**config.mk**
```make
export PLATFORM = sky130hd
export DESIGN_NAME = hp_smbus_master
export DESIGN_NICKNAME = d
export VERILOG_FILES = /design/src/hdl/hp_smbus_pkg.sv /design/src/hdl/smbus_byte_engine.sv /design/src/hdl/hp_smbus_master.sv
export SDC_FILE = /design/constraint.sdc
export NUM_CORES = 1
export LEC_CHECK = 0
export BUFFER_PORTS_ARGS = -buffer_cell sky130_fd_sc_hd__buf_2
export CAP_MARGIN = 20
export CELL_PAD_IN_SITES_DETAIL_PLACEMENT = 1
export CELL_PAD_IN_SITES_GLOBAL_PLACEMENT = 2
export CORE_MARGIN = 4
export CORE_UTILIZATION = 30
export CTS_CLUSTER_DIAMETER = 150
export DETAILED_ROUTE_END_ITERATION = 16
export PLACE_DENSITY_LB_ADDON = 0.1
export SLEW_MARGIN = 20
export SYNTH_ARGS = -nofsm -noshare
export SYNTH_HDL_FRONTEND = slang
export SYNTH_SLANG_ARGS = --single-unit
```
**constraint.sdc**
```tcl
create_clock -name ref_clk_in -period 7.76 [get_ports ref_clk_in]
set_input_delay 0.388 -clock ref_clk_in [delete_from_list [all_inputs] [get_ports ref_clk_in]]
set_output_delay 0.388 -clock ref_clk_in [all_outputs]
set_load 0.03 [all_outputs]
```
**src/hdl/hp_smbus_pkg.sv**
```systemverilog
// Constants, encodings and timing for the hot-plug expander SMBus master.
// Assumes a 40 MHz core clock and a single-master bus to one EEPROM and one expander.
//
// Notes on behaviour
// - Any hot-plug output change triggers one expander write carrying all outputs.
// - An asserted expander interrupt triggers one read of all hot-plug inputs.
// - Hot-plug handling covers downstream ports 1 to 23; port 0 is excluded.
// - The master has no multi-master arbitration and no arbitration-loss detection.
// - After reset, configuration values are loaded from the EEPROM over defaults.
// - The master bus has its own pins, independent of the slave bus.
// - Names ending in _n are active low, as is the interrupt on gpio8_in; all others active high.
// - Expander interrupt pin function is selectable by software or EEPROM data.
// - The bus clock is driven only during EEPROM or expander accesses.
// - Expander interrupt is the first alternate input function of GPIO pin 8.
package hp_smbus_pkg;

  // ****************************************************************
  // Timing
  // ****************************************************************
  localparam int         CLK_PERIOD_NS   = 25;
  localparam int         BUS_BIT_TIME_NS = 10000;
  localparam logic [7:0] QTR_CYC         = 8'(BUS_BIT_TIME_NS / (4 * CLK_PERIOD_NS));

  // ****************************************************************
  // Byte engine commands
  // ****************************************************************
  localparam logic [1:0] CMD_START = 2'h0;
  localparam logic [1:0] CMD_STOP  = 2'h1;
  localparam logic [1:0] CMD_WR    = 2'h2;
  localparam logic [1:0] CMD_RD    = 2'h3;

  // ****************************************************************
  // Slave addresses, command bytes and reset values
  // ****************************************************************
  localparam logic [6:0]  EE_ADDR      = 7'h50;
  localparam logic [7:0]  EE_OFFSET    = 8'h00;
  localparam logic [6:0]  EXP_ADDR     = 7'h20;
  localparam logic [7:0]  EXP_CMD_IN   = 8'h00;
  localparam logic [7:0]  EXP_CMD_OUT  = 8'h02;
  localparam logic [31:0] CFG_DEFAULT  = 32'h0000_0000;
  localparam int          CFG_IRQ_BIT  = 0;
  localparam logic [22:0] HP_RESET     = 23'h00_0000;

  // ****************************************************************
  // Sequence lengths (index of the closing stop step)
  // ****************************************************************
  localparam logic [3:0] EE_LAST = 4'h9;
  localparam logic [3:0] WR_LAST = 4'h6;
  localparam logic [3:0] RD_LAST = 4'h8;

  // Main sequencer states, Gray coded along boot, load, idle, write, read.
  typedef enum logic [2:0] {
    M_BOOT = 3'b000,
    M_EE   = 3'b001,
    M_IDLE = 3'b011,
    M_WR   = 3'b010,
    M_RD   = 3'b110
  } main_st_t;

endpackage : hp_smbus_pkg

```
**src/hdl/smbus_byte_engine.sv**
```systemverilog
// Bit-level SMBus master engine: start, stop, byte write and byte read.
// Assumes open-drain pins resolved outside; bus clock and data inputs pass a two-flop synchroniser.
`timescale 1ns/1ps
module smbus_byte_engine
  import hp_smbus_pkg::*;
(
  // Clock and reset
  input  wire logic       ref_clk_in,
  input  wire logic       arst_n_in,
  // Command side
  input  wire logic       cmd_valid_in,
  input  wire logic [1:0] cmd_in,
  input  wire logic [7:0] wdata_in,
  input  wire logic       rd_nack_in,
  output logic            busy_out,
  output logic            done_out,
  output logic [7:0]      rdata_out,
  output logic            ack_bit_out,
  // Bus pins
  input  wire logic       scl_in,
  input  wire logic       sda_in,
  output logic            scl_oe_out,
  output logic            sda_oe_out
);

  typedef enum logic [1:0] {E_IDLE = 2'b00, E_START = 2'b01, E_BIT = 2'b11, E_STOP = 2'b10} eng_st_t;

  typedef struct packed {
    eng_st_t    st;
    logic [1:0] q;
    logic [7:0] cnt;
    logic [3:0] bitn;
    logic [8:0] tx;
    logic [8:0] rx;
    logic       scl_oe;
    logic       sda_oe;
    logic       done;
    logic [1:0] scl_s;
    logic [1:0] sda_s;
  } eng_t;

  eng_t r, n;

  // ****************************************************************
  // Next state: quarter-bit sequencing with clock stretching.
  // ****************************************************************
  always_comb
  begin
    n       = r;
    n.done  = 1'b0;
    n.scl_s = {r.scl_s[0], scl_in};
    n.sda_s = {r.sda_s[0], sda_in};
    if (r.st == E_IDLE)
    begin
      if (cmd_valid_in)
      begin
        n.q    = 2'h0;
        n.cnt  = 8'h00;
        n.bitn = 4'h0;
        n.tx   = (cmd_in == CMD_WR) ? {wdata_in, 1'b1} : {8'hFF, rd_nack_in};
        if (cmd_in == CMD_START)
          n.st = E_START;
        else if (cmd_in == CMD_STOP)
          n.st = E_STOP;
        else
          n.st = E_BIT;
      end
    end
    else if (r.st == E_BIT && r.q == 2'h2 && !r.scl_s[1])
    begin
      // A slave holding the clock low stretches the low phase.
      n.cnt = 8'h00;
    end
    else if (r.cnt != QTR_CYC - 8'h01)
    begin
      n.cnt = r.cnt + 8'h01;
    end
    else
    begin
      n.cnt = 8'h00;
      n.q   = r.q + 2'h1;
      if (r.st == E_BIT && r.q == 2'h2)
        n.rx = {r.rx[7:0], r.sda_s[1]};
      if (r.q == 2'h3)
      begin
        if (r.st == E_BIT)
        begin
          n.tx   = {r.tx[7:0], 1'b1};
          n.bitn = r.bitn + 4'h1;
          if (r.bitn == 4'h8)
          begin
            n.st   = E_IDLE;
            n.done = 1'b1;
          end
        end
        else
        begin
          n.st   = E_IDLE;
          n.done = 1'b1;
        end
      end
    end
    // Pin drive derived from the next phase; data bits only move while the clock is low, start and stop move it with the clock high.
    if (n.st != E_IDLE)
    begin
      n.scl_oe = (n.q < 2'h2);
      if (n.q == 2'h0)
        n.sda_oe = r.sda_oe;
      else if (n.st == E_START)
        n.sda_oe = (n.q == 2'h3);
      else if (n.st == E_STOP)
        n.sda_oe = (n.q < 2'h3);
      else
        n.sda_oe = ~n.tx[8];
    end
  end

  // State register.
  always_ff @(posedge ref_clk_in or negedge arst_n_in)
  begin
    if (!arst_n_in)
      r <= '{st: E_IDLE, q: 2'h0, cnt: 8'h00, bitn: 4'h0, tx: 9'h1FF, rx: 9'h000,
             scl_oe: 1'b0, sda_oe: 1'b0, done: 1'b0, scl_s: 2'h3, sda_s: 2'h3};
    else
      r <= n;
  end

  // Command-side answers and pins.
  assign busy_out    = (r.st != E_IDLE);
  assign done_out    = r.done;
  assign rdata_out   = r.rx[8:1];
  assign ack_bit_out = r.rx[0];
  assign scl_oe_out  = r.scl_oe;
  assign sda_oe_out  = r.sda_oe;

  // ****************************************************************
  // Checks
  // ****************************************************************
  chk_no_backoff: assert property (@(posedge ref_clk_in) disable iff (!arst_n_in)
    (r.st == E_BIT && r.q != 2'h0) |-> (r.sda_oe == ~r.tx[8]))
    else $error("Data drive deviates from the bit being sent.");

  chk_stop_release: assert property (@(posedge ref_clk_in) disable iff (!arst_n_in)
    (r.st == E_STOP && r.q == 2'h3 && r.cnt == QTR_CYC - 8'h01) |=> (!r.scl_oe && !r.sda_oe && r.done))
    else $error("Stop did not leave both lines released.");

endmodule : smbus_byte_engine

```
**src/hdl/hp_smbus_master.sv**
```systemverilog
// Hot-plug expander SMBus master: EEPROM configuration load, then expander mirroring.
// Assumes hot-plug outputs and the software select come from logic on ref_clk_in.
`timescale 1ns/1ps
module hp_smbus_master
  import hp_smbus_pkg::*;
(
  // Clock and reset
  input  wire logic        ref_clk_in,
  input  wire logic        arst_n_in,
  // Hot-plug values for ports 23 to 1
  input  wire logic [23:1] hp_ctl_in,
  output logic [23:1]      hp_status_out,
  // Pin 8 function select and raw pin
  input  wire logic        sw_irq_fn_sel_in,
  input  wire logic        gpio8_in,
  // Configuration result
  output logic [31:0]      cfg_out,
  output logic             cfg_done_out,
  output logic             ee_fail_out,
  // Master bus pins
  input  wire logic        master_bus_clock_in,
  output logic             master_bus_clock_out,
  output logic             master_bus_clock_oe_out,
  input  wire logic        master_bus_data_in,
  output logic             master_bus_data_out,
  output logic             master_bus_data_oe_out
);

  typedef struct packed {
    main_st_t    st;
    logic [3:0]  step;
    logic        pend;
    logic        nack;
    logic        ee_fail;
    logic [31:0] cfg;
    logic        cfg_done;
    logic [23:1] hp_stat;
    logic [23:1] shadow;
    logic [31:0] rbuf;
    logic [1:0]  gsync;
  } main_t;

  main_t       r, n;
  logic        eng_valid;
  logic        eng_busy;
  logic        eng_done;
  logic [7:0]  eng_rdata;
  logic        eng_ack;
  logic [10:0] op;
  logic [3:0]  last;
  logic        fn_en;
  logic        irq_act;

  // ****************************************************************
  // Sequence tables: {command, data byte, nack on read}.
  // ****************************************************************
  function automatic logic [10:0] step_op(main_st_t st, logic [3:0] step, logic [23:0] d);
    logic [10:0] o;
    o = {CMD_STOP, 8'h00, 1'b0};
    if (step == 4'h0 || (st != M_WR && step == 4'h3))
      o = {CMD_START, 8'h00, 1'b0};
    else if (step == 4'h1)
      o = {CMD_WR, ((st == M_EE) ? EE_ADDR : EXP_ADDR), 1'b0, 1'b0}; // Address byte with the write direction bit.
    else if (step == 4'h2)
      o = {CMD_WR, (st == M_EE) ? EE_OFFSET : ((st == M_WR) ? EXP_CMD_OUT : EXP_CMD_IN), 1'b0};
    else if (st == M_WR && step < WR_LAST)
      o = {CMD_WR, d[8 * (5 - int'(step)) +: 8], 1'b0};
    else if (step == 4'h4)
      o = {CMD_WR, (st == M_EE) ? EE_ADDR : EXP_ADDR, 1'b1, 1'b0};
    else if (st == M_EE && step < EE_LAST)
      o = {CMD_RD, 8'h00, step == EE_LAST - 4'h1};
    else if (st == M_RD && step < RD_LAST)
      o = {CMD_RD, 8'h00, step == RD_LAST - 4'h1};
    return o;
  endfunction : step_op

  // Pin 8 acts as the expander interrupt only when its alternate function is chosen.
  assign fn_en   = sw_irq_fn_sel_in | r.cfg[CFG_IRQ_BIT];
  assign irq_act = fn_en & ~r.gsync[1];
  assign op      = step_op(r.st, r.step, {r.shadow, 1'b0});
  assign last    = (r.st == M_EE) ? EE_LAST : ((r.st == M_WR) ? WR_LAST : RD_LAST);

  // ****************************************************************
  // Next state: boot load, then one transaction at a time.
  // ****************************************************************
  always_comb
  begin
    n         = r;
    eng_valid = 1'b0;
    n.gsync   = {r.gsync[0], gpio8_in};
    case (r.st)
      M_BOOT:
      begin
        n.st   = M_EE;
        n.step = 4'h0;
        n.nack = 1'b0;
      end
      M_IDLE:
      begin
        n.step = 4'h0;
        n.nack = 1'b0;
        if (hp_ctl_in != r.shadow)
        begin
          n.st     = M_WR;
          n.shadow = hp_ctl_in;
        end
        else if (irq_act)
          n.st = M_RD;
      end
      default:
      begin
        if (!r.pend)
        begin
          eng_valid = 1'b1;
          n.pend    = 1'b1;
        end
        else if (eng_done)
        begin
          n.pend = 1'b0;
          n.step = r.step + 4'h1;
          if (op[10:9] == CMD_RD)
            n.rbuf = {r.rbuf[23:0], eng_rdata};
          if (op[10:9] == CMD_WR && eng_ack)
          begin
            n.nack = 1'b1;
            n.step = last;
          end
          if (r.step == last)
          begin
            n.st = M_IDLE;
            if (r.st == M_EE)
            begin
              n.cfg_done = 1'b1;
              n.ee_fail  = r.nack;
              if (!r.nack)
                n.cfg = r.rbuf;
            end
            else if (r.st == M_RD && !r.nack)
              n.hp_stat = r.rbuf[23:1];
          end
        end
      end
    endcase
  end

  // State register.
  always_ff @(posedge ref_clk_in or negedge arst_n_in)
  begin
    if (!arst_n_in)
      r <= '{st: M_BOOT, step: 4'h0, pend: 1'b0, nack: 1'b0, ee_fail: 1'b0, cfg: CFG_DEFAULT,
             cfg_done: 1'b0, hp_stat: HP_RESET, shadow: HP_RESET, rbuf: CFG_DEFAULT, gsync: 2'h3};
    else
      r <= n;
  end

  // Byte engine on the dedicated master pins.
  smbus_byte_engine u_engine (
    .ref_clk_in   (ref_clk_in),
    .arst_n_in    (arst_n_in),
    .cmd_valid_in (eng_valid),
    .cmd_in       (op[10:9]),
    .wdata_in     (op[8:1]),
    .rd_nack_in   (op[0]),
    .busy_out     (eng_busy),
    .done_out     (eng_done),
    .rdata_out    (eng_rdata),
    .ack_bit_out  (eng_ack),
    .scl_in       (master_bus_clock_in),
    .sda_in       (master_bus_data_in),
    .scl_oe_out   (master_bus_clock_oe_out),
    .sda_oe_out   (master_bus_data_oe_out)
  );

  // Outputs; open-drain pins only ever drive low, on their own pins.
  assign master_bus_clock_out = 1'b0;
  assign master_bus_data_out  = 1'b0;
  assign hp_status_out        = r.hp_stat;
  assign cfg_out              = r.cfg;
  assign cfg_done_out         = r.cfg_done;
  assign ee_fail_out          = r.ee_fail;

  // ****************************************************************
  // Checks
  // ****************************************************************
  chk_clock_quiet: assert property (@(posedge ref_clk_in) disable iff (!arst_n_in)
    (r.st == M_IDLE || r.st == M_BOOT) |-> !master_bus_clock_oe_out)
    else $error("Bus clock driven outside a transaction.");

  chk_one_transfer: assert property (@(posedge ref_clk_in) disable iff (!arst_n_in)
    eng_valid |-> (!eng_busy ##1 eng_busy))
    else $error("Command issued while a transfer was running.");

  chk_write_all: assert property (@(posedge ref_clk_in) disable iff (!arst_n_in)
    (r.st == M_IDLE && hp_ctl_in != r.shadow) |=> (r.st == M_WR && r.shadow == $past(hp_ctl_in)))
    else $error("Output change did not start a full write.");

  chk_irq_read: assert property (@(posedge ref_clk_in) disable iff (!arst_n_in)
    (r.st == M_IDLE && hp_ctl_in == r.shadow && irq_act) |=> (r.st == M_RD))
    else $error("Expander interrupt did not start a read.");

  chk_port0_zero: assert property (@(posedge ref_clk_in) disable iff (!arst_n_in)
    (eng_valid && r.st == M_WR && r.step == WR_LAST - 4'h1) |-> (op[8:1] == {r.shadow[7:1], 1'b0}))
    else $error("Last output byte does not carry ports 7 to 1 with port 0 as zero.");

  chk_load_first: assert property (@(posedge ref_clk_in) disable iff (!arst_n_in)
    !r.cfg_done |-> (r.st == M_BOOT || r.st == M_EE))
    else $error("Hot-plug traffic before configuration load.");

  chk_cfg_commit: assert property (@(posedge ref_clk_in) disable iff (!arst_n_in)
    $rose(r.cfg_done) |-> ($past(r.st) == M_EE && r.cfg == ($past(r.nack) ? CFG_DEFAULT : $past(r.rbuf))))
    else $error("Configuration not taken from the load.");

  chk_irq_gate: assert property (@(posedge ref_clk_in) disable iff (!arst_n_in)
    (!sw_irq_fn_sel_in && !r.cfg[CFG_IRQ_BIT]) |-> !irq_act)
    else $error("Interrupt taken while pin 8 has another function.");

  cov_load: cover property (@(posedge ref_clk_in) disable iff (!arst_n_in) $rose(r.cfg_done) && !r.ee_fail);
  cov_write: cover property (@(posedge ref_clk_in) disable iff (!arst_n_in) r.st == M_WR ##1 r.st == M_IDLE);
  cov_read: cover property (@(posedge ref_clk_in) disable iff (!arst_n_in) r.st == M_RD ##1 r.st == M_IDLE);

  // A refused load still ends and leaves the defaults in place.
  cov_load_fail: cover property (@(posedge ref_clk_in) disable iff (!arst_n_in) $rose(r.cfg_done) && r.ee_fail);

endmodule : hp_smbus_master

```
* Word-level counts from Yosys, hierarchy flattened
Index checks and enable logic that the tools add are counted.
** Storage, ports and cells
- Flip-flop bits (word level) :: 164
- Input port bits :: 29
- Output and inout bits :: 61
- Logic and storage cells :: 165
** Operators by class
- Add/subtract/negate cells :: 5
- Order comparisons :: 5
- Equal/unequal tests :: 28
- Shift-type cells :: 1
- Mux-type cells :: 55
- Bitwise gates (word level) :: 11
- Reduce and logical (&&, ||, !) cells :: 37
** Operator list (count)
- 11-bit two-way mux :: 7
- 66-bit two-way mux :: 1
- 58-bit two-way mux :: 1
- 57-bit two-way mux :: 1
- 25-bit two-way mux :: 2
- 23-bit two-way mux :: 2
- 22-bit two-way mux :: 2
- 34-bit two-way mux :: 1
- 32-bit two-way mux :: 1
- 13-bit two-way mux :: 2
- 24-bit by 8-bit indexed part select with 8-bit output :: 1
- 23-bit inequality test :: 1
- 4-bit two-way mux :: 5
- 9-bit two-way mux :: 2
- 8-bit two-way mux :: 2
- 2-bit == test, second input constant :: 7
- 1-bit two-way mux :: 14
- 7-bit two-way mux :: 2
- 7-bit case mux with 2 select lines :: 1
- 2-bit two-way mux :: 6
- 4-bit AND reduction :: 3
- 6-bit AND reduction :: 2
- 2-bit nonzero test :: 6
- 5-bit AND reduction :: 2
- other kinds (35) :: 68

* Longest topological paths before layout
- Depth after elaboration :: 17
- Mapped depth :: 11
- Depth with buffers taken out :: 10

* Cells and area by module
A second synthesis with hierarchy kept.
** Unflattened totals
- Cells, all modules :: 676
- Area, all modules :: 8104.0 um^2
** By module, submodules not included
- hp_smbus_master :: times used 1, cells each 478, area each 6023.3 um^2, sequential area each 3080.5 um^2
- smbus_byte_engine :: times used 1, cells each 198, area each 2080.7 um^2, sequential area each 1042.2 um^2

* Worst setup path after synthesis
OpenSTA, ideal clock, no wires.
- Path type :: register -> register
- From :: register r[116] (netlist bit)
- To :: register r[23] (netlist bit)
- Setup time :: 0.125 ns
- Arrival time :: 2.838 ns
- Data required time :: 7.635 ns
- Path slack :: 4.798 ns
- Stages on the path, launching flop included :: 11
- Path through :: dfrtp_1 clkbuf_1 clkbuf_1 inv_1 ha_1 nor3_1 o32a_1 nand2_1 nor4_2 buf_2 mux2_2
** Between the ends
- Cells in the longest elaborated chain, start to end :: 11
** Ends and longest elaborated chain
- from (decl) :: RTL line hp_smbus_master.sv:43 : main_t r, n;
- from (signal assigned) :: RTL line hp_smbus_master.sv:150 : r <= '{st: M_BOOT, step: 4'h0, pend: 1'b0, nack: 1'b0, ee_fail: 1'b0, cfg: CFG_DEFAULT,
- from (signal assigned) :: RTL line hp_smbus_master.sv:153 : r <= n;
- 4-bit < comparator :: RTL line hp_smbus_master.sv:72 : else if (st == M_RD && step < RD_LAST)
- 1-bit logical AND :: RTL line hp_smbus_master.sv:72
- 11-bit two-way mux :: RTL line hp_smbus_master.sv:72
- 11-bit two-way mux :: RTL line hp_smbus_master.sv:70 : else if (st == M_EE && step < EE_LAST)
- 11-bit two-way mux :: RTL line hp_smbus_master.sv:68 : else if (step == 4'h4)
- 11-bit two-way mux :: RTL line hp_smbus_master.sv:66 : else if (st == M_WR && step < WR_LAST)
- 11-bit two-way mux :: RTL line hp_smbus_master.sv:64 : else if (step == 4'h2)
- 11-bit two-way mux :: RTL line hp_smbus_master.sv:62 : else if (step == 4'h1)
- 11-bit two-way mux (*) :: RTL line hp_smbus_master.sv:60 : if (step == 4'h0 || (st != M_WR && step == 4'h3))
- 2-bit == test (*) :: RTL line hp_smbus_master.sv:121 : if (op[10:9] == CMD_RD)
- 4-bit AND reduction (no line) (*)
Mark *: on every way between the ends. The rest lies on a longest branch, timed or not.
A chain may end at the register's enable or synchronous reset.

* Worst setup path in the final report
- From :: register r[116] (netlist bit)
- To :: register r[30] (netlist bit)
Same word-level chain as after synthesis.

==> reports/qor.tcl <==
set qor(outcome) {completed}
set qor(critical_path_peak_fanout) 32
set qor(grt_antenna_before_repair) 0
set qor(number_of_global_route_vias_before_repair) 5474
set qor(place.port_buffers) 87
set qor(grt_first_pass_wirelength_um) 30960
set qor(nFillCells) 2825
set qor(ys_seq_area_share_pct) 51.16
set qor(worst_hold_path.num_cells) 1
set qor(synth.yosys.warnings) 0
set qor(timing.critical_path.arrival_ns) 3.37
set qor(worst_case_register_to_register_setup_slack_ns) 4.69
set qor(grt_util_all_layers_pct) 13.41
set qor(worstSetupEndpointType) {register}
set qor(final_period_utilization_pct) 39.57
set qor(wl_um) 18990
set qor(layout_commonest_cell) {sky130_fd_sc_hd__dfrtp_1}
set qor(syn_avg_cell_area_sq_um) 12.19
set qor(die_w_um) 171.9
set qor(post_drt_wl_per_cell_um) 18.26
set qor(worstRegToRegCells) 8
set qor(dpl.hpwl_um) 13510
set qor(max-cap-violations) 0
set qor(final_net_count) 735
set qor(drc_violations_left) 0
set qor(via_count) 4988
set qor(internal_power_uw) 1313
set qor(cp_top_family) {flip-flops}
set qor(design.core.area_sq_um) 26210
set qor(clockBufferDepth) 2
set qor(cts-htree-levels) 4
set qor(critPathRequiredTime_ns) 8.06
set qor(insertedDiodeCount) 0
set qor(leakagePower_uw) 0.004211
set qor(timing.critical_path.slowest_stage_cell) {sky130_fd_sc_hd__dfrtp_1}
set qor(synth.cell_area_sq_um) 8058
set qor(mostFrequentLayoutCells) {149 x sky130_fd_sc_hd__dfrtp_1, 115 x sky130_fd_sc_hd__mux2_2, 86 x sky130_fd_sc_hd__buf_2}
set qor(timing_worst_slew_pin_value_ns) 0.7719
set qor(cts.reportedPaths.clkPinSlew_ns) 0.07
set qor(path_class) {reg -> reg}
set qor(synth-edff-count) 0
set qor(overflow) 0
set qor(vias_per_cell) 4.796
set qor(slew_viol_final) 0
set qor(synthCells) 661
set qor(max_clock_freq_ghz) 0.3256
set qor(placement_rows) 59
set qor(cp_num_cells) 8
set qor(initial_cell_density_of_the_core_pct) 30.75
set qor(regArea_sq_um) 4123
set qor(dominantRegCellSynth) {sky130_fd_sc_hd__dfrtp_1}
set qor(drive_above_1_share_pct) 39.43
set qor(slew-limit-headroom_pct) 48.54
set qor(numClockSinks) 164
set qor(holdBufCountCts) 1
set qor(stdcell_area_sq_um) 9001
set qor(post-cts-setup-buffer-count) 0
set qor(critical_path.startpoint_type) {register}
set qor(finalCriticalPeriod_ns) 3.071
set qor(holdWs_ns) 0.05415
set qor(gp_congestion) 0.7296
set qor(power_frac_clock_pct) 47.1
set qor(synthesized_flop_and_latch_total) 164
set qor(initial_drt_pass_iterations) 4
set qor(rsz0062_at_grt) {false}
set qor(pin_count_of_the_biggest_net_entering_global_routing) 62
set qor(synth_async_sr_flop_share_pct) 100.0
set qor(critical_path.n_buffers_inverters) 2
set qor(footprint_of_the_multi_input_gates_sq_um) 3324
set qor(worst_clock_skew_ns) 0.01515
set qor(swShare_pct) 24.87
set qor(power.switching_uw) 434.5
set qor(share_comb_of_total_power_pct) 3.0
set qor(boundaryPins) 90
set qor(critical-path-max-stage-delay_ns) 0.84
set qor(final.setup.tns_ns) 0
set qor(drt-initial-drc-count) 169
set qor(timing.hold.worst.class) {in -> reg}
set qor(clk-insertion-delay-late_ns) 0.43
set qor(post_cts.resized_instances) 0
set qor(critical_path.cell_chain) {inv_1 > ha_1 > nor3_1 > o32a_1 > nand2_1 > nor4_4 > buf_4 > mux2_2}
set qor(p_per_area_nw_per_um2) 194.1
set qor(vdd_ir_drop_max_mv) 0.1365
set qor(cts_tree) {built}
set qor(cts-buffers-inserted) 17
set qor(area_growth_syn_to_layout_pct) 11.71
set qor(die-area_sq_um) 29540
set qor(timing.final.hold_violations) 0
set qor(netlist-cell-type-count) 70
set qor(cts.root.buffer_cell) {sky130_fd_sc_hd__clkbuf_16}
set qor(count_of_antenna_violating_nets_left_after_detailed_routing) 0
set qor(placed_area_sq_um) 8406
set qor(die_height_um) 171.9
set qor(reg_power_share_pct) 49.9
set qor(final-setup-viol-count) 0
[kinds of logic after synthesis]
kind of cell	synth area share (%)
flip-flops	51.16
XOR/XNOR	2.935
AND/OR/NAND/NOR	9.597
multiplexers	18.18
other	0.04654
buffers and inverters	7.780
AO/OA/AOI/OAI	7.982
adder cells (fa/ha/maj)	2.314
[power by group through the flow]
stage	Clock (uW)	Sequential (uW)	Combinational, uW
after floorplan	0	886	20.6
after global placement	0	888	51.6
after detailed placement	0	888	53.4
after CTS	860	872	54.2
after global routing	897	873	59.7
final	823	872	51.7
[sequential cells by signal, indices dropped and copies added (netlist names)]
name / cells
cfg_done_out: 1
cfg_out: 32
ee_fail_out: 1
hp_status_out: 23
n: 1
r: 65
u_engine.ack_bit_out: 1
u_engine.done_out: 1
u_engine.n: 2
u_engine.r: 27
u_engine.rdata_out: 8
u_engine.scl_oe_out: 1
u_engine.sda_oe_out: 1
[path summary, 6_finish.rpt]
check                                    from             end
max in group asynchronous           arst_n_in           r[20]
worst max-delay path                   r[116]           r[30]
worst min-delay path                 gpio8_in            n[1]
worst max register to register         r[116]           r[30]
min in group asynchronous           arst_n_in  u_engine.r[28]
worst min register to register  u_engine.n[3]   u_engine.r[3]
[worst reg2reg max path, cell delays in order (launching register included)]
cell and delay [ns]:
sky130_fd_sc_hd__dfrtp_1 0.84, sky130_fd_sc_hd__inv_1 0.15, sky130_fd_sc_hd__ha_1 0.28, sky130_fd_sc_hd__nor3_1 0.22, sky130_fd_sc_hd__o32a_1 0.27, sky130_fd_sc_hd__nand2_1 0.12
sky130_fd_sc_hd__nor4_4 0.21, sky130_fd_sc_hd__buf_4 0.44, sky130_fd_sc_hd__mux2_2 0.41
[final cells by class]
cell class,instances,area share [%]
Sequential cell,164,45.80
Clock inverter,15,1.738
Timing Repair Buffer,94,5.518
Inverter,15,0.6255
Tap cell,335,4.657
Multi-Input combinational cell,400,36.93
Clock buffer,17,4.726
[cells in the mapped netlist (all sizes together), types with 4 or more instances]
library cell    n  area share (%)
dfrtp         149              46
mux2          123              17
buf            72             6.6
o21ai          33             2.0
nand2          32             1.5
nor2           23             1.2
a21oi          19             1.2
xor2           17             1.8
dfstp          15             4.9
inv            15            0.70
ha             14             2.2
nor3           14             1.1
nand3          12            0.96
clkbuf         11            0.51
xnor2          10             1.1
and3            9            0.76
mux2i           8            0.99
and2            7            0.54
nor2b           6            0.47
a31oi           5            0.57
nand4           5            0.39
nor4            5            0.47
a221o           4            0.50
nand3b          4            0.37
[layer usage]
| layer | track usage, % | vias to the layer above | routed length [um] |
|---|---|---|---|
| li1 | - | 2354 | - |
| met1 | 18.92 | 2564 | 9428 |
| met2 | 21.22 | 58 | 8989 |
| met3 | 2.446 | 12 | 374 |
| met4 | 3.794 | 0 | 201 |
| met5 | 0 | - | 0 |
[stage by stage]
| stage | worst slack, ns | utilization, % | instances | power [uW] |
|---|---|---|---|---|
| after CTS | 4.638 | 34.33 | 1040 | 1786 |
| final | 4.689 | 34.35 | 1040 | 1747 |
| after floorplan | 4.798 | - | 662 | 906.3 |
| after global placement | 4.726 | 32.07 | 1007 | 939.9 |
| after global routing | 4.420 | 34.35 | 1040 | 1829 |
| after detailed placement | 4.661 | 32.07 | 1007 | 941.7 |
(Power assumes the default switching activity.)
